File: config.mk
export PLATFORM = sky130hd
export DESIGN_NAME = fast_ethernet_pcs_codec
export DESIGN_NICKNAME = d
export VERILOG_FILES = /design/src/shared/pcs_codec_pkg.sv /design/src/rtl/fast_ethernet_pcs_codec.sv /design/src/rtl/nibble_code_map.sv
export SDC_FILE = /design/constraint.sdc
export NUM_CORES = 1
export LEC_CHECK = 0
export ABC_AREA = 1
export BUFFER_PORTS_ARGS = -buffer_cell sky130_fd_sc_hd__buf_2
export CAP_MARGIN = 5
export CORE_MARGIN = 1.5
export CORE_UTILIZATION = 60
export CTS_CLUSTER_DIAMETER = 40
export CTS_CLUSTER_SIZE = 14
export DETAILED_ROUTE_END_ITERATION = 12
export GPL_ROUTABILITY_DRIVEN = 0
export HOLD_SLACK_MARGIN = 0.1
export PLACE_DENSITY = 0.78
export SYNTH_ARGS = -nofsm -noshare
export SYNTH_HDL_FRONTEND = slang
export SYNTH_SLANG_ARGS = --single-unit
File: constraint.sdc
create_clock -name sys_clk_i -period 2.2 [get_ports sys_clk_i]
set_input_delay 0.22 -clock sys_clk_i [delete_from_list [all_inputs] [get_ports sys_clk_i]]
set_output_delay 0.22 -clock sys_clk_i [all_outputs]
set_load 0.01 [all_outputs]
File: src/shared/pcs_codec_pkg.sv
package pcs_codec_pkg;
	localparam int CODE_W = 5;
	localparam int NIB_W = 4;
	localparam int ADDR_W = 5;
	localparam int LVL_W = 2;
	localparam int LFSR_W = 11;
	localparam int LFSR_TAP = 8;
	localparam logic [5:0] SEED_PAD = 6'h2a;
	localparam logic [4:0] CG_IDLE = 5'h1f;
	localparam logic [4:0] CG_SSD1 = 5'h18;
	localparam logic [4:0] CG_SSD2 = 5'h11;
	localparam logic [4:0] CG_ESD1 = 5'h0d;
	localparam logic [4:0] CG_ESD2 = 5'h07;
	localparam logic [4:0] CG_TXERR = 5'h04;
	localparam logic [3:0] NIB_PREAMBLE = 4'h5;
	localparam logic [3:0] NIB_BAD_SSD = 4'he;
	localparam logic [1:0] LVL_ZERO = 2'h0;
	localparam logic [1:0] LVL_POS = 2'h1;
	localparam logic [1:0] LVL_NEG = 2'h3;
	localparam logic [2:0] LAST_BIT = 3'h4;
	localparam int CLK_PERIOD_PS = 4000;
	localparam int SYM_PERIOD_PS = 8000;
	localparam int SYM_CYC = SYM_PERIOD_PS / CLK_PERIOD_PS;
	localparam int NIB_CYC = SYM_CYC * CODE_W;
	localparam int WDOG_WINDOW_NS = 40000;
	localparam int WDOG_CYC = (WDOG_WINDOW_NS * 1000) / CLK_PERIOD_PS;
	localparam logic [5:0] LOCK_RUN = 6'h20;
	localparam logic [1:0] IDLE_END_CNT = 2'h2;
endpackage

File: src/rtl/fast_ethernet_pcs_codec.sv
// Behaviour
// (RL1) send idle code-group 11111 while transmit enable stays low after end delimiter
// (RL2) rising transmit enable replaces first two nibbles by 11000 then 10001
// (RL3) never send unassigned code-groups; flag receive error on them during valid
// (RL4) scrambler seed comes from the port's management address
// (RL5) scrambler stage serialises each 5-bit code-group
// (RL6) serial stream is NRZI coded, one bit per symbol period
// (RL7) MLT-3: code bit one steps the level, zero holds it
// (RL8) descrambler takes its key from idle, then locks and descrambles data
// (RL9) after lock an idle must appear within every 40 us window
// (RL10) watchdog expiry aborts reception and restarts descrambler sync
// (RL11) code-group boundaries come from the start delimiter pair
// (RL12) alignment holds until the next start delimiter
// (RL13) data code-groups decode to nibbles on the receive data bus
// (RL14) start delimiter is delivered as nibbles 0101 0101
// (RL15) start delimiter asserts receive data valid
// (RL16) end delimiter or two idles drop carrier sense and data valid
// (RL17) end delimiter and closing idles are not passed as data
// (RL18) nibbles map one-to-one onto sixteen fixed code-groups both ways
// (RL19) transmit error input sends the transmit-error code-group
// (RL20) unexpected code-group in a frame asserts receive error
// (RL21) bad start delimiter gives receive error, nibble 1110, valid low
// (RL22) scrambler is the 11-bit x11+x9+1 stream cipher XORed per bit
// (RL23) one nibble and one code-group every five symbol periods
module fast_ethernet_pcs_codec
	import pcs_codec_pkg::*;
#(
	parameter int WDOG_LIMIT = WDOG_CYC
)
(
	input wire logic sys_clk_i,
	input wire logic rst_i,
	input wire logic [pcs_codec_pkg::ADDR_W-1:0] phy_addr_i,
	input wire logic tx_en_i,
	input wire logic tx_er_i,
	input wire logic [pcs_codec_pkg::NIB_W-1:0] txd_i,
	output logic tx_take_o,
	output logic [pcs_codec_pkg::LVL_W-1:0] tx_level_o,
	input wire logic [pcs_codec_pkg::LVL_W-1:0] rx_level_i,
	output logic [pcs_codec_pkg::NIB_W-1:0] rxd_o,
	output logic rx_dv_o,
	output logic rx_er_o,
	output logic crs_o,
	output logic rx_lock_o
);
	import pcs_codec_pkg::*;

	typedef enum logic [1:0] {TX_IDLE, TX_SSD2, TX_DATA, TX_ESD2} tx_state_t;

	typedef struct packed {
		logic phase;
		logic [2:0] bit_idx;
		tx_state_t tx_st;
		logic [4:0] tx_grp;
		logic [4:0] tx_cur;
		logic [10:0] scr;
		logic seeded;
		logic nrzi;
		logic [1:0] mlt_step;
		logic [1:0] tx_lvl;
		logic take;
		logic [1:0] sync1;
		logic [1:0] sync2;
		logic [1:0] prev_lvl;
		logic [10:0] dscr;
		logic lock;
		logic [5:0] acq_cnt;
		logic [14:0] hist;
		logic in_frame;
		logic [2:0] algn;
		logic esd_seen;
		logic [1:0] idle_cnt;
		logic [3:0] pend_nib;
		logic pend_dv;
		logic pend_er;
		logic [3:0] rxd;
		logic dv;
		logic er;
		logic crs;
		logic [15:0] wdog;
	} state_t;

	localparam logic [15:0] WDOG_LAST = 16'(WDOG_LIMIT - 1);

	state_t q;
	state_t d;
	logic [4:0] enc_cg_w;
	logic [4:0] dec_cg_w;
	logic [3:0] dec_nib_w;
	logic dec_data_w;
	logic tick_w;
	logic tx_fb_w;
	logic rx_pred_w;
	logic rx_cb_w;
	logic rx_plain_w;
	logic [14:0] hist_n_w;

	assign tick_w = q.phase;
	assign tx_fb_w = q.scr[LFSR_W-1] ^ q.scr[LFSR_TAP]; // RL22
	assign rx_pred_w = q.dscr[LFSR_W-1] ^ q.dscr[LFSR_TAP];
	// any change of level is a code bit of one
	assign rx_cb_w = (q.sync2 != q.prev_lvl);
	assign rx_plain_w = rx_cb_w ^ rx_pred_w;
	assign hist_n_w = {q.hist[13:0], rx_plain_w};
	assign dec_cg_w = hist_n_w[4:0];

	nibble_code_map u_map (
		.enc_nib_i(txd_i),
		.enc_cg_o(enc_cg_w),
		.dec_cg_i(dec_cg_w),
		.dec_nib_o(dec_nib_w),
		.dec_data_o(dec_data_w)
	);

	////////////////////////////////////////////////////////////////////////////
	always_comb
	begin
		d = q;
		d.phase = ~q.phase;
		d.sync1 = rx_level_i;
		d.sync2 = q.sync1;
		// MAC inputs are sampled in the cycle this pulse is high
		d.take = ~q.phase && (q.bit_idx == LAST_BIT); // RL23

		// transmit: seed, serialise, scramble, line code
		d.seeded = 1'b1;
		if (!q.seeded)
			d.scr = {~phy_addr_i, SEED_PAD}; // RL4
		else if (tick_w)
		begin
			d.scr = {q.scr[LFSR_W-2:0], tx_fb_w}; // RL22
			if (q.tx_grp[4] ^ tx_fb_w) // RL5 RL22
			begin
				d.nrzi = ~q.nrzi; // RL6
				d.mlt_step = q.mlt_step + 2'h1; // RL7
			end
			d.tx_grp = {q.tx_grp[3:0], 1'b0}; // RL5
			d.bit_idx = q.bit_idx + 3'h1;
			if (q.bit_idx == LAST_BIT)
			begin
				d.bit_idx = 3'h0;
				unique case (q.tx_st)
					TX_IDLE:
					begin
						d.tx_grp = CG_IDLE; // RL1
						if (tx_en_i)
						begin
							d.tx_grp = CG_SSD1; // RL2
							d.tx_st = TX_SSD2;
						end
					end
					TX_SSD2:
					begin
						d.tx_grp = CG_SSD2; // RL2
						d.tx_st = TX_DATA;
					end
					TX_DATA:
					begin
						if (!tx_en_i)
						begin
							d.tx_grp = CG_ESD1;
							d.tx_st = TX_ESD2;
						end
						else if (tx_er_i)
							d.tx_grp = CG_TXERR; // RL19
						else
							d.tx_grp = enc_cg_w; // RL18
					end
					TX_ESD2:
					begin
						d.tx_grp = CG_ESD2;
						d.tx_st = TX_IDLE;
					end
				endcase
				d.tx_cur = d.tx_grp;
			end
		end
		unique case (q.mlt_step)
			2'h1: d.tx_lvl = LVL_POS;
			2'h3: d.tx_lvl = LVL_NEG;
			default: d.tx_lvl = LVL_ZERO;
		endcase

		// receive: one line symbol per tick
		if (tick_w)
		begin
			d.prev_lvl = q.sync2;
			if (!q.lock)
			begin
				// idle is all ones, so the key bit is the inverted line bit
				d.dscr = {q.dscr[LFSR_W-2:0], ~rx_cb_w}; // RL8
				d.acq_cnt = (rx_pred_w == ~rx_cb_w) ? q.acq_cnt + 6'h1 : 6'h0;
				if (q.acq_cnt == LOCK_RUN)
				begin
					d.lock = 1'b1; // RL8
					d.wdog = 16'h0;
				end
			end
			else
			begin
				d.dscr = {q.dscr[LFSR_W-2:0], rx_pred_w}; // RL8
				d.hist = hist_n_w;
				if (!q.in_frame)
				begin
					d.dv = 1'b0;
					d.er = 1'b0;
					if (hist_n_w[9:0] == {CG_SSD1, CG_SSD2})
					begin
						d.in_frame = 1'b1; // RL11
						d.crs = 1'b1;
						d.algn = 3'h0;
						d.rxd = NIB_PREAMBLE; // RL14
						d.dv = 1'b1; // RL15
						d.pend_nib = NIB_PREAMBLE; // RL14
						d.pend_dv = 1'b1;
						d.pend_er = 1'b0;
						d.esd_seen = 1'b0;
						d.idle_cnt = 2'h0;
					end
					else if (hist_n_w[14:5] == {CG_IDLE, CG_SSD1})
					begin
						d.rxd = NIB_BAD_SSD; // RL21
						d.er = 1'b1; // RL21
					end
				end
				else
				begin
					// alignment is frozen for the whole frame
					d.algn = q.algn + 3'h1; // RL12
					if (q.algn == LAST_BIT)
					begin
						d.algn = 3'h0;
						d.rxd = q.pend_nib; // RL13
						d.dv = q.pend_dv;
						d.er = q.pend_er;
						d.pend_nib = dec_nib_w;
						d.pend_dv = 1'b1;
						d.pend_er = 1'b0;
						d.idle_cnt = 2'h0;
						d.esd_seen = 1'b0;
						if (q.esd_seen && dec_cg_w == CG_ESD2)
						begin
							d.in_frame = 1'b0; // RL16
							d.crs = 1'b0;
							d.dv = 1'b0;
							d.er = 1'b0;
						end
						else if (dec_cg_w == CG_ESD1)
						begin
							d.esd_seen = 1'b1;
							d.pend_dv = 1'b0; // RL17
						end
						else if (dec_cg_w == CG_IDLE)
						begin
							d.pend_dv = 1'b0; // RL17
							d.idle_cnt = q.idle_cnt + 2'h1;
							if (q.idle_cnt + 2'h1 == IDLE_END_CNT)
							begin
								d.in_frame = 1'b0; // RL16
								d.crs = 1'b0;
								d.dv = 1'b0;
								d.er = 1'b0;
							end
						end
						else if (!dec_data_w)
							d.pend_er = 1'b1; // RL3 RL20
					end
				end
			end
		end

		// watchdog on idle gaps
		if (q.lock)
		begin
			d.wdog = (q.hist[4:0] == CG_IDLE) ? 16'h0 : q.wdog + 16'h1; // RL9
			if (q.wdog == WDOG_LAST)
			begin
				d.lock = 1'b0; // RL10
				d.acq_cnt = 6'h0;
				d.in_frame = 1'b0;
				d.crs = 1'b0;
				d.dv = 1'b0;
				d.er = 1'b0;
				d.wdog = 16'h0;
			end
		end

		if (rst_i)
		begin
			d = '0;
			d.tx_grp = CG_IDLE;
			d.tx_cur = CG_IDLE;
		end
	end

	always_ff @(posedge sys_clk_i)
		q <= d;

	assign tx_take_o = q.take;
	assign tx_level_o = q.tx_lvl;
	assign rxd_o = q.rxd;
	assign rx_dv_o = q.dv;
	assign rx_er_o = q.er;
	assign crs_o = q.crs;
	assign rx_lock_o = q.lock;

	////////////////////////////////////////////////////////////////////////////
	// checks

	property p_idle_fill;
		@(posedge sys_clk_i) disable iff (rst_i)
		tx_take_o && q.tx_st == TX_IDLE && !tx_en_i |=> q.tx_cur == CG_IDLE;
	endproperty
	a_idle_fill: assert property (p_idle_fill) else $error("idle not sent while enable low"); // RL1
	property p_ssd_pair;
		@(posedge sys_clk_i) disable iff (rst_i)
		tx_take_o && q.tx_st == TX_IDLE && tx_en_i |=> q.tx_cur == CG_SSD1 ##10 q.tx_cur == CG_SSD2;
	endproperty
	a_ssd_pair: assert property (p_ssd_pair) else $error("start delimiter pair not sent"); // RL2
	property p_no_invalid_tx;
		@(posedge sys_clk_i) disable iff (rst_i)
		!(q.tx_cur inside {5'h00, 5'h01, 5'h02, 5'h03, 5'h05, 5'h06, 5'h08, 5'h0c, 5'h10, 5'h19});
	endproperty
	a_no_invalid_tx: assert property (p_no_invalid_tx) else $error("unassigned code-group sent"); // RL3
	property p_mlt_step;
		@(posedge sys_clk_i) disable iff (rst_i)
		q.seeded && tick_w && (q.tx_grp[4] ^ tx_fb_w) |=> q.mlt_step == $past(q.mlt_step) + 2'h1 &&
			q.nrzi != $past(q.nrzi) ##1 tx_level_o != $past(tx_level_o);
	endproperty
	a_mlt_step: assert property (p_mlt_step) else $error("line level did not step on a one"); // RL6 RL7
	property p_nibble_rate;
		@(posedge sys_clk_i) disable iff (rst_i)
		tx_take_o |=> !tx_take_o [*8] ##1 !tx_take_o ##1 tx_take_o;
	endproperty
	a_nibble_rate: assert property (p_nibble_rate) else $error("nibble period is not ten cycles"); // RL23
	property p_ssd_valid;
		@(posedge sys_clk_i) disable iff (rst_i)
		tick_w && q.lock && !q.in_frame && hist_n_w[9:0] == {CG_SSD1, CG_SSD2} && !(q.wdog == WDOG_LAST)
			|=> rx_dv_o && crs_o && rxd_o == NIB_PREAMBLE ##10 rxd_o == NIB_PREAMBLE;
	endproperty
	a_ssd_valid: assert property (p_ssd_valid) else $error("start delimiter not delivered as preamble"); // RL14
	property p_bad_ssd;
		@(posedge sys_clk_i) disable iff (rst_i)
		rx_er_o && !q.in_frame |-> rxd_o == NIB_BAD_SSD && !rx_dv_o;
	endproperty
	a_bad_ssd: assert property (p_bad_ssd) else $error("bad start delimiter answer wrong"); // RL21
	property p_frame_end;
		@(posedge sys_clk_i) disable iff (rst_i)
		$fell(q.in_frame) |-> !rx_dv_o && !crs_o;
	endproperty
	a_frame_end: assert property (p_frame_end) else $error("valid or carrier left high at frame end"); // RL16
	property p_wdog_abort;
		@(posedge sys_clk_i) disable iff (rst_i)
		q.lock && q.wdog == WDOG_LAST |=> !rx_lock_o && !rx_dv_o && !crs_o;
	endproperty
	a_wdog_abort: assert property (p_wdog_abort) else $error("watchdog expiry did not abort"); // RL10
	property p_dv_needs_lock;
		@(posedge sys_clk_i) disable iff (rst_i)
		rx_dv_o |-> rx_lock_o;
	endproperty
	a_dv_needs_lock: assert property (p_dv_needs_lock) else $error("data valid without descrambler lock"); // RL8
endmodule

File: src/rtl/nibble_code_map.sv
module nibble_code_map
	import pcs_codec_pkg::*;
(
	input wire logic [3:0] enc_nib_i,
	output logic [4:0] enc_cg_o,
	input wire logic [4:0] dec_cg_i,
	output logic [3:0] dec_nib_o,
	output logic dec_data_o
);
	logic [4:0] table_w [16];

	assign table_w = '{5'h1e, 5'h09, 5'h14, 5'h15, 5'h0a, 5'h0b, 5'h0e, 5'h0f,
		5'h12, 5'h13, 5'h16, 5'h17, 5'h1a, 5'h1b, 5'h1c, 5'h1d};
	assign enc_cg_o = table_w[enc_nib_i]; // RL18

	always_comb
	begin
		dec_nib_o = 4'h0;
		dec_data_o = 1'b0;
		for (int i = 0; i < 16; i++)
		begin
			if (table_w[i] == dec_cg_i)
			begin
				dec_nib_o = 4'(i); // RL18
				dec_data_o = 1'b1;
			end
		end
	end
endmodule

# Yosys cells after proc, flatten, opt, wreduce, memory -nomap -nowiden

Memory sizes are Yosys's and may differ from the RTL's.
Cells that the tools add are included.

Output and inout bits: 11
Bits of input ports: 15
Bits in read-only memories: 80
Bits in registers: 109
Memories kept: 1
Logic and storage cells: 192

Reduce and logical (&&, ||, !) cells: 17
$add $sub $neg: 6
Bitwise logic cells: 10
Eq/ne operators: 38
$lt $le $gt $ge: 1
Mux-type cells: 88

Memories:

| memory           | words | bits a word | rd ports | clocked after Yosys merged registers in | write ports | line                  | text |
|---|---|---|---|---|---|---|---|
| (name not given) | 16    | 5           | 1        | 0                                       | 0           | nibble_code_map.sv:14 | `assign enc_cg_o = table_w[enc_nib_i];` |

Operators by type and width:

| operator                                                          | count |
|---|---|
| 82-bit two-way mux                                                | 1 |
| 71-bit two-way mux                                                | 1 |
| 5-bit == test, first input constant                               | 11 |
| 16-bit two-way mux                                                | 3 |
| 20-bit two-way mux                                                | 2 |
| 4-bit two-way mux                                                 | 10 |
| 19-bit two-way mux                                                | 2 |
| 3-bit two-way mux                                                 | 12 |
| 1-bit two-way mux                                                 | 35 |
| 35-bit two-way mux                                                | 1 |
| 7-bit two-way mux                                                 | 4 |
| 7-bit one-hot mux with 4 select lines                             | 1 |
| 4-bit by 5-bit == test with 1-bit output, first input constant    | 5 |
| 11-bit two-way mux                                                | 2 |
| 10-bit == test, second input constant                             | 2 |
| 5-bit two-way mux                                                 | 4 |
| 16-bit by 1-bit adder with 16-bit output, second input constant   | 1 |
| 16-bit by 14-bit == test with 1-bit output, second input constant | 1 |
| 15-bit two-way mux                                                | 1 |
| 13-bit two-way mux                                                | 1 |
| 2-bit two-way mux                                                 | 6 |
| 5-bit == test, second input constant                              | 2 |
| 3-bit AND reduction                                               | 3 |
| 2-bit == test, second input constant                              | 4 |
| other kinds (27)                                                  | 45 |

# Logic depth before layout (Yosys ltp)

Gate-level depths: netlist (run 1).

Word-level depth: 30
Depth in mapped cells: 14
Mapped depth without buffers: 14

# Cells and area by module

Synthesis (run 1) repeated with hierarchy kept, for this count alone.

Cells, all modules: 703
Area total of the unflattened synthesis: 4997.3 um2

Modules (own cells, without submodules):

| module                  | times used | seq. area each (um2) | cells each | area each (um2) |
|---|---|---|---|---|
| fast_ethernet_pcs_codec | 1          | 2042.0               | 648        | 4718.3 |
| nibble_code_map         | 1          | 0.0                  | 55         | 279.0 |

# Least setup slack after synthesis (run 1)

OpenSTA, ideal clock, no wires.

Kind: register -> register
Start point: register q[0] (netlist name)
End point: register q[51] (netlist name)
Stages on the path, launching flop included: 11
Clock period less this slack: 1.541 ns
Required time: 2.082 ns
Buffers on the path: 0
Path slack: 0.659 ns
Arrival: 1.423 ns
Library setup time: 0.118 ns
Path through: dfxtp_1 -> ha_1 -> nand2_1 -> inv_1 -> nand2_1 -> nor4_4 -> nand2_2 -> nand2_2 -> inv_2 -> o21ai_4 -> nor2_1

Word-level cells in the longest chain between the ends: 3

RTL lines:

| what                                       | line                           | text |
|---|---|---|
| start: declaration                         | fast_ethernet_pcs_codec.sv:85  | `state_t q;` |
| start signal: assignment                   | fast_ethernet_pcs_codec.sv:297 | `q <= d;` |
| 16-bit by 14-bit == test with 1-bit output | fast_ethernet_pcs_codec.sv:276 | `if (q.wdog == WDOG_LAST)` |
| 7-bit two-way mux                          | fast_ethernet_pcs_codec.sv:276 |  |
| 7-bit two-way mux                          | fast_ethernet_pcs_codec.sv:273 | `if (q.lock)` |

No other way between the ends.
A chain may end at the register's enable or synchronous reset.

# Worst setup path in the final report (run 1)

Start point: register q[0] (netlist name)
End point: register q[55] (netlist name)

Same word-level chain as after synthesis.

==> impl_metrics.py, run 1 <==
metrics = {
    "logic_synthesis": {
        "avgSynthCellArea_sq_um": 7.19,
        "yosys_register_bits": 102,
        "synth_sequential_area_ratio_pct": 40.7,
        "mappedNetlistArea_sq_um": 5010,
        "synthesis.nets": 726,
        "post_synth_inst_count": 697,
        "yosysUniqueCellTypes": 45,
        "yosys_warnings": 0,
    },
    "global_route": {
        "grt_first_pass_wirelength_um": 17900,
        "grt_start_max_net_pins": 34,
        "antenna_found_initial": 0,
        "vias_in_the_first_global_route": 4193,
        "grt_overflow_total": 0,
        "grt_util_all_layers_pct": 24.9,
    },
    "clock_tree": {
        "cts_made_buffers": 9,
        "root_buffer_selected_by_cts": "sky130_fd_sc_hd__clkbuf_8",
        "tritoncts": "built",
        "path_clk_slew_ps": 100,
        "cts.repair.resized": 0,
        "htree_num_levels": 3,
        "clock_sinks": 102,
        "source_to_sink_clock_delay_at_the_later_pin_of_the_worst_skew_pair_ps": 370,
        "clockBufferDepth": 2,
    },
    "setup_path": {
        "launching_point_of_the_worst_reg2reg_path": "q[0]$_SDFFE_PP0P_",
        "critical-path-slowest-cell": "sky130_fd_sc_hd__nor4_4",
        "worst_setup_path_end_kind": "flip-flop",
        "regToRegSetupSlack_ps": 450,
        "worstPathRequired_ps": 2460,
        "maximum_fanout_encountered_on_the_critical_timing_path": 6,
        "worst_r2r_path_depth": 10,
        "criticalPathCategory": "reg2reg",
        "worstPathArrival_ps": 2010,
        "timing.critical_path.slowest_cell_delay_ps": 390,
        "timing.rr.end": "q[55]$_SDFF_PP0_",
        "cp_cell_sequence": "ha_1 -> nand2_1 -> inv_1 -> nand2_1 -> nor4_4 -> nand2_2 -> nand2_2 -> inv_2 -> o21ai_4 -> nor2_1",
        "startpoint_type": "flip-flop",
    },
    "routing": {
        "drtPass1Iterations": 5,
        "first_iter_violations": 214,
        "antenna_violating_nets_post_route": 0,
        "viasPerCell": 5.38,
        "avgRoutedWirePerCell_um": 12.4,
        "post-route-drc-count": 0,
        "routed_wl_um": 10300,
        "routed-via-count": 4436,
    },
    "place": {
        "buffer_ports.inserted": 25,
        "placement.setup.worst_slack_ps": 462,
        "dpl.hpwl_um": 7320,
        "place_area_sq_um": 5180,
    },
    "floorplanning": {
        "initial_core_utilization_pct": 61.6,
        "fp.dieH_um": 94.4,
        "io_pins": 26,
        "die-area_sq_um": 8910,
        "core-area_sq_um": 8130,
        "floorplan.die.width_um": 94.4,
        "row_count": 33,
    },
    "timing": {
        "worst_slew_pin_slew_ps": 496,
        "peak_clock_frequency_supported_by_timing_mhz": 572,
        "final_hold_viol_count": 0,
        "clock_skew_after_layout_ps": 8.79,
        "relSlewSlack_pct": 66.8,
        "finalCritPeriodShare_pct": 79.4,
        "grt_setup_unrepaired": "false",
        "setup_violations": 0,
        "setup_ws_ps": 452,
        "min_period_ps": 1750,
        "timing_max_transition_violations_final": 0,
        "fin_setup_tns_ps": 0,
    },
    "final_layout": {
        "fillcell_total": 714,
        "layout-area-overhead-vs-synth_pct": 8.09,
        "final_common_cell": "sky130_fd_sc_hd__nand2_1",
        "post_route_cells_drive_above_1_share_pct": 12.9,
        "stdcell_area_sq_um": 5420,
        "nets": 744,
        "n_antenna_cell": 0,
        "leading_cell_types_in_the_layout_fill_and_taps_excluded": "sky130_fd_sc_hd__nand2_1, sky130_fd_sc_hd__dfxtp_1, sky130_fd_sc_hd__nor2_1",
    },
    "hold_path": {
        "hold_end": "q[90]$_SDFFE_PP0P_",
        "min_path_type": "in2reg",
        "timing.hold.worst.start": "phy_addr_i[2]",
        "worstHoldPathCells": 4,
    },
    "run_status": {
        "status": "finished clean",
    },
    "power": {
        "power-per-cell-area_nw_per_um2": 646,
        "vdd.ir_drop.worst_mv": 0.449,
        "leakagePower_nw": 2.23,
    },
    "flow_run": {
        "drv.max_cap_violation_count": 0,
    },
}
==> through the flow <==
step | hold slack [ps] | util [%] | power (mW) | instances
after floorplan | 327 | - | 2.16 | 697
after global placement | 393 | 63.7 | 2.21 | 807
after detailed placement | 398 | 63.7 | 2.22 | 807
after CTS | 109 | 66.6 | 3.52 | 825
after global routing | 136 | 66.6 | 3.64 | 825
final | 121 | 66.6 | 3.50 | 825
==> sequential cells by signal, indices dropped and copies added, names as in the netlist <==
register,flops
rxd_o,4
rx_dv_o,1
rx_er_o,1
dec_cg_w,4
q,76
crs_o,1
tx_level_o,2
hist_n_w,10
tx_take_o,1
tick_w,1
rx_lock_o,1
==> cells in the mapped netlist (all sizes together) <==
cell | count | share of area [%]
nor4 | 2 | 0.67
a22oi | 1 | 0.15
o22ai | 2 | 0.25
a31oi | 1 | 0.12
mux2i | 1 | 0.20
o211ai | 8 | 1.2
ha | 14 | 3.5
o21bai | 1 | 0.15
nand2 | 133 | 11
nand3b | 1 | 0.15
o31ai | 1 | 0.15
xor2 | 5 | 0.87
a211oi | 7 | 1.0
o32ai | 1 | 0.17
dfxtp | 102 | 41
a221oi | 2 | 0.35
a21boi | 2 | 0.30
inv | 101 | 7.6
o221ai | 2 | 0.35
o21ai | 57 | 6.1
nand4 | 11 | 1.4
xnor2 | 4 | 0.70
a21oi | 46 | 4.7
nor3 | 18 | 2.2
nand3 | 37 | 4.0
nor2 | 107 | 9.0
o2111ai | 1 | 0.17
buf | 18 | 2.3
clkbuf | 11 | 0.82
==> worst max-delay path, delay by kind of cell, from the launching register on <==
| family | cells | cell delay [ps] |
|---|---|---|
| AND/OR/NAND/NOR | 6 | 840 |
| flip-flops | 1 | 380 |
| adder cells (fa/ha/maj) | 1 | 180 |
| buffers and inverters | 2 | 160 |
| AO/OA/AOI/OAI | 1 | 90 |
==> how the worst max path moves through the flow <==
stage                            startpoint           endpoint  slack, ps  cells after the start
after floorplan           q[0]$_SDFFE_PP0P_   q[51]$_SDFF_PP0_        660                     10
after global placement    q[0]$_SDFFE_PP0P_  q[1]$_SDFFE_PP0P_        510                      8
after detailed placement  q[0]$_SDFFE_PP0P_   q[55]$_SDFF_PP0_        460                     10
after CTS                 q[0]$_SDFFE_PP0P_   q[55]$_SDFF_PP0_        440                     10
after global routing       q[71]$_SDFF_PP0_   crs_o$_SDFF_PP0_        250                     11
final                     q[0]$_SDFFE_PP0P_   q[55]$_SDFF_PP0_        450                     10
==> metal layers <==
metal	up-vias	GRT usage (%)	part of all wire [%]
met5	-	0	0
met4	0	6.09	0.71
met3	9	5.56	4.0
met2	76	44.4	49
met1	2066	30.3	47
li1	2285	-	-
==> kinds of logic after synthesis <==
family / count (synthesis) / synth area share [%]
compound gates: 132 / 15.2
xor+xnor: 9 / 1.57
fa+ha+maj: 14 / 3.50
buf+inv: 130 / 10.8
flops: 102 / 40.7
mux: 1 / 0.200
simple gates: 309 / 28.0
==> what timing repair did <==
action,in CTS,in global routing
buffers inserted,0,0
hold buffers,2,0
endpoints found under the hold margin,2,0
==> report_power, final <==
group          total, mW  switching [mW]  internal [mW]
Combinational      0.254           0.167         0.0872
Clock               1.32           0.666          0.652
Sequential          1.92          0.0279           1.90
Total               3.50           0.860           2.64
==> final cells by class <==
type	count	area, sq um	area share, %
Inverter	101	382	7.05
Sequential cell	102	2040	37.7
Clock inverter	6	91.3	1.69
Tap cell	105	131	2.43
Timing Repair Buffer	36	213	3.93
Clock buffer	10	128	2.36
Multi-Input combinational cell	465	2430	44.9
(Power assumes the default switching activity.)
==> run 2, diff against run 1 <==
- CORE_UTILIZATION: 60 -> 55
- PLACE_DENSITY: 0.78 -> 0.76
- clock period: 2.2 -> 1.6 ns (I/O delays scaled with it)
==> run 2 against run 1 <==
Sequential power is 38% higher. Wire length is 6.7% higher. The run now ends with setup timing left. Highest routed layer unchanged. First-iteration DRC count increased by 14%. Clock skew shrank 0.63 ps. Core utilization rose by 1.7 points. Register-to-register slack lost 450 ps. Largest cell class unchanged. Critical path depth unchanged. Total power up 46%. Largest power group unchanged. Combinational power up 66%. Maximum frequency increased by 9.1%. Cell count increased by 4.8%. Clock-buffer cell count is the same.
==> impl_metrics.py, run 2 (synthesized netlist as in run 1, its figures left out) <==
metrics = {
    "clock_tree": {
        "htree_num_levels": 3,
        "clock_sinks": 102,
        "cts_made_buffers": 9,
        "source_to_sink_clock_delay_at_the_later_pin_of_the_worst_skew_pair_ps": 370,
        "clockBufferDepth": 2,
        "path_clk_slew_ps": 100,
        "tritoncts": "built",
        "root_buffer_selected_by_cts": "sky130_fd_sc_hd__clkbuf_8",
    },
    "power": {
        "power.combinational.fraction_pct": 8.3,
        "seqPwrFrac_pct": 52.1,
        "total_switching_power_mw": 1.22,
        "totalPowerFinal_mw": 5.09,
        "power-per-cell-area_nw_per_um2": 850,
        "cellInternalPower_mw": 3.87,
        "clockPowerShare_pct": 39.6,
        "power.switching_fraction_pct": 23.9,
        "vdd.ir_drop.worst_mv": 0.598,
        "leakagePower_nw": 2.46,
    },
    "final_layout": {
        "ff_latch_area_sq_um": 2060,
        "final_common_cell": "sky130_fd_sc_hd__nand2_1",
        "post_route_cells_drive_above_1_share_pct": 24.4,
        "n_antenna_cell": 0,
        "multiInputGateArea_sq_um": 2640,
        "largest_register_ff_count": 76,
        "layout-area-overhead-vs-synth_pct": 19.5,
        "max_flop_register": "q",
        "nets": 781,
        "fin_util_pct": 68.3,
        "fillcell_total": 713,
        "leading_cell_types_in_the_layout_fill_and_taps_excluded": "sky130_fd_sc_hd__nand2_1, sky130_fd_sc_hd__nor2_1, sky130_fd_sc_hd__dfxtp_1",
    },
    "timing": {
        "finalCritPeriodShare_pct": 100,
        "clock_skew_after_layout_ps": 8.16,
        "setup_ws_ps": -2.42,
        "setup_violations": 1,
        "relSlewSlack_pct": 67.6,
        "grt_setup_unrepaired": "true",
        "fin_setup_tns_ps": -2.42,
        "timing_max_transition_violations_final": 0,
        "final_hold_viol_count": 0,
        "min_period_ps": 1600,
        "peak_clock_frequency_supported_by_timing_mhz": 624,
        "worst_slew_pin_slew_ps": 482,
    },
    "routing": {
        "routed_wl_um": 10900,
        "antenna_violating_nets_post_route": 0,
        "routed-via-count": 4597,
        "viasPerCell": 5.31,
        "first_iter_violations": 245,
        "avgRoutedWirePerCell_um": 12.7,
        "post-route-drc-count": 0,
        "drtPass1Iterations": 5,
    },
    "setup_path": {
        "worstPathArrival_ps": 1870,
        "maximum_fanout_encountered_on_the_critical_timing_path": 6,
        "critical-path-slowest-cell": "sky130_fd_sc_hd__nor4_4",
        "critical-path-top-delay-family": "simple AND/OR/NAND/NOR gates",
        "criticalPathCategory": "reg2reg",
        "startpoint_type": "flip-flop",
        "worstPathRequired_ps": 1860,
        "timing.critical_path.slowest_cell_delay_ps": 380,
        "worst-path-buf-inv": 2,
        "timing.critical_path.mode_cell": "sky130_fd_sc_hd__nand2_4",
        "worst_setup_path_end_kind": "flip-flop",
        "cp_cell_sequence": "ha_4 -> nand2_4 -> inv_4 -> nand2_4 -> nor4_4 -> nand2_2 -> nand2_4 -> inv_4 -> o21ai_4 -> nor2_1",
    },
    "floorplanning": {
        "initial_core_utilization_pct": 57.2,
        "core-area_sq_um": 8760,
        "row_count": 34,
        "fp.dieH_um": 98.5,
        "io_pins": 26,
        "floorplan.die.width_um": 98.5,
        "die-area_sq_um": 9690,
    },
    "hold_path": {
        "min_path_type": "in2reg",
    },
    "global_route": {
        "grt_first_pass_wirelength_um": 18800,
        "grt_util_all_layers_pct": 23.3,
        "grt_start_max_net_pins": 34,
        "vias_in_the_first_global_route": 4362,
        "grt_overflow_total": 0,
        "antenna_found_initial": 0,
    },
    "place": {
        "dpl.hpwl_um": 7540,
        "buffer_ports.inserted": 25,
    },
    "flow_run": {
        "drv.max_cap_violation_count": 0,
    },
    "run_status": {
        "status": "finished with violations",
        "failed_checks": "setup timing",
    },
}
-- run 2: cell types whose count changed in the layout (fill, tap and decap cells not counted), moves of 8 or more --
cell | previous run | this run
sky130_fd_sc_hd__buf_4 | 9 | 39
sky130_fd_sc_hd__dfxtp_1 | 102 | 87
sky130_fd_sc_hd__dfxtp_2 | 0 | 15
sky130_fd_sc_hd__inv_1 | 90 | 78
sky130_fd_sc_hd__inv_2 | 10 | 18
sky130_fd_sc_hd__nand2_1 | 122 | 106
sky130_fd_sc_hd__nand2_2 | 10 | 18
-- run 2: path summary, 6_finish.rpt --
| check | startpoint | end | slack (ps) | depth (start not counted) |
|---|---|---|---|---|
| max | q[1]$_SDFFE_PP0P_ | q[56]$_SDFF_PP0_ | -2 | 10 |
| min | tx_en_i | q[98]$_SDFFE_PP1P_ | 120 | 4 |
| max reg2reg | q[1]$_SDFFE_PP0P_ | q[56]$_SDFF_PP0_ | -2 | 10 |
| min reg2reg | q[73]$_SDFF_PP0_ | q[71]$_SDFF_PP0_ | 400 | 2 |
-- run 2: per-stage QoR --
step                cell area [sq um]  cells  hold slack [ps]  setup slack (ps)
CTS                              5700    858              117              3.37
global placement                 5370    835              363             -6.63
floorplan                        5010    697              267              58.8
global route                     5990    865              163             -94.8
detailed placement               5370    835              370             -36.6
finish                           5990    865              125             -2.42
-- run 2: power groups by stage --
stage | sequential, mW | combinational, mW | clock [mW]
after floorplan | 2.69 | 0.270 | 0
after global placement | 2.70 | 0.358 | 0
after detailed placement | 2.71 | 0.369 | 0
after CTS | 2.65 | 0.383 | 2.04
after global routing | 2.66 | 0.479 | 2.14
final | 2.65 | 0.422 | 2.01
-- run 2: cell type report --
| type | instances | area share (%) |
|---|---|---|
| multi-input combinational | 465 | 44.0 |
| sequential | 102 | 34.4 |
| timing repair buffer | 73 | 8.52 |
| inverter | 101 | 6.54 |
| clock buffer | 10 | 2.30 |
| tap | 108 | 2.26 |
| clock inverter | 6 | 1.96 |
-- run 2: per-layer routing --
| layer | wire length [um] | share of wire, % | track usage, % |
|---|---|---|---|
| met1 | 4940 | 45 | 29.3 |
| met2 | 5450 | 50 | 39.7 |
| met3 | 374 | 3.4 | 4.33 |
| met4 | 182 | 1.7 | 8.99 |
| met5 | 0 | 0 | 0 |
-- run 2: what timing repair did --
| action | in CTS | in global routing |
|---|---|---|
| hold endpoints to repair | 7 | 0 |
| buffers inserted | 0 | 7 |
| hold buffers | 7 | 0 |
| setup endpoints to repair | 15 | 50 |
| resized for setup | 1 | 86 |
| pin swaps | 1 | 26 |
-- run 2: worst register-to-register path, stage by stage, from the launching register on --
cell	delay, ps
sky130_fd_sc_hd__dfxtp_2	360
sky130_fd_sc_hd__ha_4	150
sky130_fd_sc_hd__nand2_4	70
sky130_fd_sc_hd__inv_4	70
sky130_fd_sc_hd__nand2_4	40
sky130_fd_sc_hd__nor4_4	380
sky130_fd_sc_hd__nand2_2	120
sky130_fd_sc_hd__nand2_4	80
sky130_fd_sc_hd__inv_4	50
sky130_fd_sc_hd__o21ai_4	90
sky130_fd_sc_hd__nor2_1	90
==> run 3, diff against run 2 <==
- ABC_AREA: 1 -> unset
==> run 3 against run 2 <==
Sequential power fell by 2%. Maximum frequency fell by 17%. Synthesized cell count fell by 21%. Critical path depth fell by 6. The flow still finishes with violations (setup timing).
==> impl_metrics.py, run 3 <==
metrics = {
    "setup_path": {
        "critical-path-top-delay-family": "simple AND/OR/NAND/NOR gates",
        "worst_setup_path_end_kind": "flip-flop",
        "worstPathRequired_ps": 1890,
        "launching_point_of_the_worst_reg2reg_path": "dec_cg_w[1]$_SDFFE_PP0P_",
        "maximum_fanout_encountered_on_the_critical_timing_path": 3,
        "timing.critical_path.from": "dec_cg_w[1]$_SDFFE_PP0P_",
        "timing.rr.end": "rxd_o[0]$_SDFFE_PP0P_",
        "regToRegSetupSlack_ps": -340,
        "worst-path-buf-inv": 0,
        "worstPathArrival_ps": 2220,
        "critical-path-slowest-cell": "sky130_fd_sc_hd__or4b_4",
        "criticalPathCategory": "reg2reg",
        "worst_r2r_path_depth": 4,
        "cp_cell_sequence": "or4b_4 -> or3_4 -> o32a_1 -> o32ai_2",
        "timing.critical_path.slowest_cell_delay_ps": 570,
        "startpoint_type": "flip-flop",
    },
    "place": {
        "buffer_ports.inserted": 25,
        "dpl.cell_count": 722,
        "dpl.hpwl_um": 7240,
        "placement.setup.worst_slack_ps": -312,
    },
    "global_route": {
        "vias_in_the_first_global_route": 4135,
        "grt_start_max_net_pins": 47,
        "grt_first_pass_wirelength_um": 18300,
        "grt_overflow_total": 0,
        "antenna_found_initial": 0,
        "grt_util_all_layers_pct": 25.2,
    },
    "clock_tree": {
        "clockBufferDepth": 2,
        "clock_sinks": 102,
        "root_buffer_selected_by_cts": "sky130_fd_sc_hd__clkbuf_8",
        "source_to_sink_clock_delay_at_the_later_pin_of_the_worst_skew_pair_ps": 380,
        "cts_made_buffers": 9,
        "path_clk_slew_ps": 100,
        "tritoncts": "built",
        "htree_num_levels": 3,
    },
    "run_status": {
        "status": "finished with violations",
        "failed_checks": "setup timing",
    },
    "timing": {
        "min_period_ps": 1940,
        "peak_clock_frequency_supported_by_timing_mhz": 517,
        "final_hold_viol_count": 0,
        "grt_setup_unrepaired": "true",
        "setup_ws_ps": -335,
        "setup_violations": 32,
        "relSlewSlack_pct": 68.8,
        "finalCritPeriodShare_pct": 121,
        "timing_max_transition_violations_final": 0,
        "worst_slew_pin_slew_ps": 468,
        "clock_skew_after_layout_ps": 18.7,
    },
    "logic_synthesis": {
        "yosys_warnings": 0,
        "yosys_register_bits": 102,
        "avgSynthCellArea_sq_um": 8.54,
        "synth_edf_count": 0,
        "synth_sequential_area_ratio_pct": 43.3,
        "post_synth_inst_count": 552,
        "yosys_most_used_dff": "sky130_fd_sc_hd__dfxtp_1",
        "mappedNetlistArea_sq_um": 4710,
        "netlist_top_cells_count": "sky130_fd_sc_hd__dfxtp_1, sky130_fd_sc_hd__nand2_1, sky130_fd_sc_hd__nor2_1, sky130_fd_sc_hd__a21oi_1",
        "most_frequent_cell_after_synthesis": "sky130_fd_sc_hd__dfxtp_1",
        "netlist.top_cell.by_area": "sky130_fd_sc_hd__dfxtp_1",
        "synthesis.nets": 581,
        "yosysUniqueCellTypes": 60,
        "synth.top_cells.by_area": "sky130_fd_sc_hd__dfxtp_1, sky130_fd_sc_hd__nand2_1, sky130_fd_sc_hd__nor2_1",
        "yosysTopAreaCellShare_pct": 43.3,
        "synth_async_sr_flop_share_pct": 0,
    },
    "hold_path": {
        "worstHoldPathCells": 4,
        "hold_end": "q[98]$_SDFFE_PP1P_",
        "min_path_type": "in2reg",
        "timing.hold.worst.start": "tx_en_i",
    },
    "power": {
        "vdd.ir_drop.worst_mv": 0.604,
        "leakagePower_nw": 2.42,
        "totalPowerFinal_mw": 4.64,
        "power-per-cell-area_nw_per_um2": 746,
    },
    "final_layout": {
        "n_antenna_cell": 0,
        "post_route_cells_drive_above_1_share_pct": 31.7,
        "layoutNonFillerInstCount": 764,
        "leading_cell_types_in_the_layout_fill_and_taps_excluded": "sky130_fd_sc_hd__dfxtp_1, sky130_fd_sc_hd__buf_4, sky130_fd_sc_hd__nand2_1",
        "ff_latch_area_sq_um": 2050,
        "fin_util_pct": 75.3,
        "multiInputGateArea_sq_um": 2740,
        "final_common_cell": "sky130_fd_sc_hd__dfxtp_1",
        "max_flop_register": "q",
        "fillcell_total": 526,
        "layout-area-overhead-vs-synth_pct": 32.0,
        "nets": 683,
        "largest_register_ff_count": 76,
    },
    "flow_run": {
        "drv.max_cap_violation_count": 0,
    },
    "routing": {
        "routed-via-count": 4507,
        "antenna_violating_nets_post_route": 0,
        "wl_met3_um": 726,
        "avgRoutedWirePerCell_um": 15.8,
        "post-route-drc-count": 0,
        "first_iter_violations": 347,
        "drtPass1Iterations": 5,
        "wire_length_on_met2_um": 5970,
        "routed_wl_um": 12100,
        "routed.top_layer": "met4",
        "viasPerCell": 5.90,
        "drt-met1-wl_um": 4920,
    },
    "floorplanning": {
        "core-area_sq_um": 8260,
        "die-area_sq_um": 9130,
        "fp.dieH_um": 95.6,
        "io_pins": 26,
        "initial_core_utilization_pct": 57.1,
        "floorplan.die.width_um": 95.6,
        "row_count": 33,
    },
}
-- run 3: changes by cell type after synthesis, moves of 7 or more --
cell / delta
sky130_fd_sc_hd__a31oi_1: +15
sky130_fd_sc_hd__clkbuf_1: +7
sky130_fd_sc_hd__inv_1: -68
sky130_fd_sc_hd__inv_2: -10
sky130_fd_sc_hd__mux2i_1: +20
sky130_fd_sc_hd__nand2_1: -52
sky130_fd_sc_hd__nand2_2: -10
sky130_fd_sc_hd__nand3_1: -12
sky130_fd_sc_hd__nand4_1: -7
sky130_fd_sc_hd__nor2_1: -30
sky130_fd_sc_hd__nor2_2: -7
sky130_fd_sc_hd__nor3_1: -8
sky130_fd_sc_hd__o21ai_0: -35
sky130_fd_sc_hd__xnor2_1: +8
-- run 3: worst max-delay path by stage --
stage,slack (ps),depth (start not counted),endpoint
finish,-340,4,rxd_o[0]$_SDFFE_PP0P_
floorplan,-280,7,q[23]$_SDFFE_PP0P_
global placement,-260,4,rxd_o[0]$_SDFFE_PP0P_
detailed placement,-310,4,rxd_o[0]$_SDFFE_PP0P_
CTS,-270,4,rxd_o[0]$_SDFFE_PP0P_
global route,-340,5,q[33]$_SDFFE_PP0P_
-- run 3: per-layer routing --
layer,vias up,GRT usage (%)
met3,46,3.99
li1,2136,-
met4,0,12.4
met5,-,0
met2,191,44.3
met1,2134,29.6
-- run 3: report_power, final --
part / switching (mW) / internal [mW] / total, mW
clock network: 0.936 / 0.743 / 1.68
registers: 0.0307 / 2.58 / 2.61
logic: 0.193 / 0.157 / 0.350
-- run 3: tightest hold or removal path, cell delays in order --
cell	delay [ps]
sky130_fd_sc_hd__buf_2	130
sky130_fd_sc_hd__nand2_1	70
sky130_fd_sc_hd__nand2_2	90
sky130_fd_sc_hd__o31ai_1	70
-- run 3: cells by family (layout without fill, tap and decap cells) --
group,after synthesis,after routing,share of synthesized area [%]
AND/OR/NAND/NOR,207,207,20.5
buffers and inverters,57,164,5.42
AO/OA/AOI/OAI,129,129,18.2
XOR/XNOR,17,17,3.16
flip-flops,102,102,43.3
adder cells (fa/ha/maj),14,14,3.72
multiplexers,26,26,5.65
-- run 3: per-stage QoR --
| stage | TNS (ps) | hold slack, ps | cell area (sq um) |
|---|---|---|---|
| after floorplan | -2590 | 288 | 4740 |
| after global placement | -3010 | 373 | 5400 |
| after CTS | -4190 | 181 | 5930 |
| after detailed placement | -4660 | 373 | 5400 |
| final | -4920 | 192 | 6220 |
| after global routing | -6660 | 218 | 6220 |
-- run 3: cell type report --
type	count	share of cell area, %
flip-flops and latches	102	33.0
multi-input cells	393	44.1
inverters	22	1.33
repair buffers	126	16.2
clock inverters	7	1.27
well taps	105	2.11
clock buffers	9	1.99
-- run 3: timing repair --
action	4_1_cts	5_1_grt
pin swaps	12	31
endpoints found under the setup margin	37	58
resized for setup	33	58
setup buffers	9	11
hold buffers	7	0
gates cloned	2	1
endpoints found under the hold margin	7	0
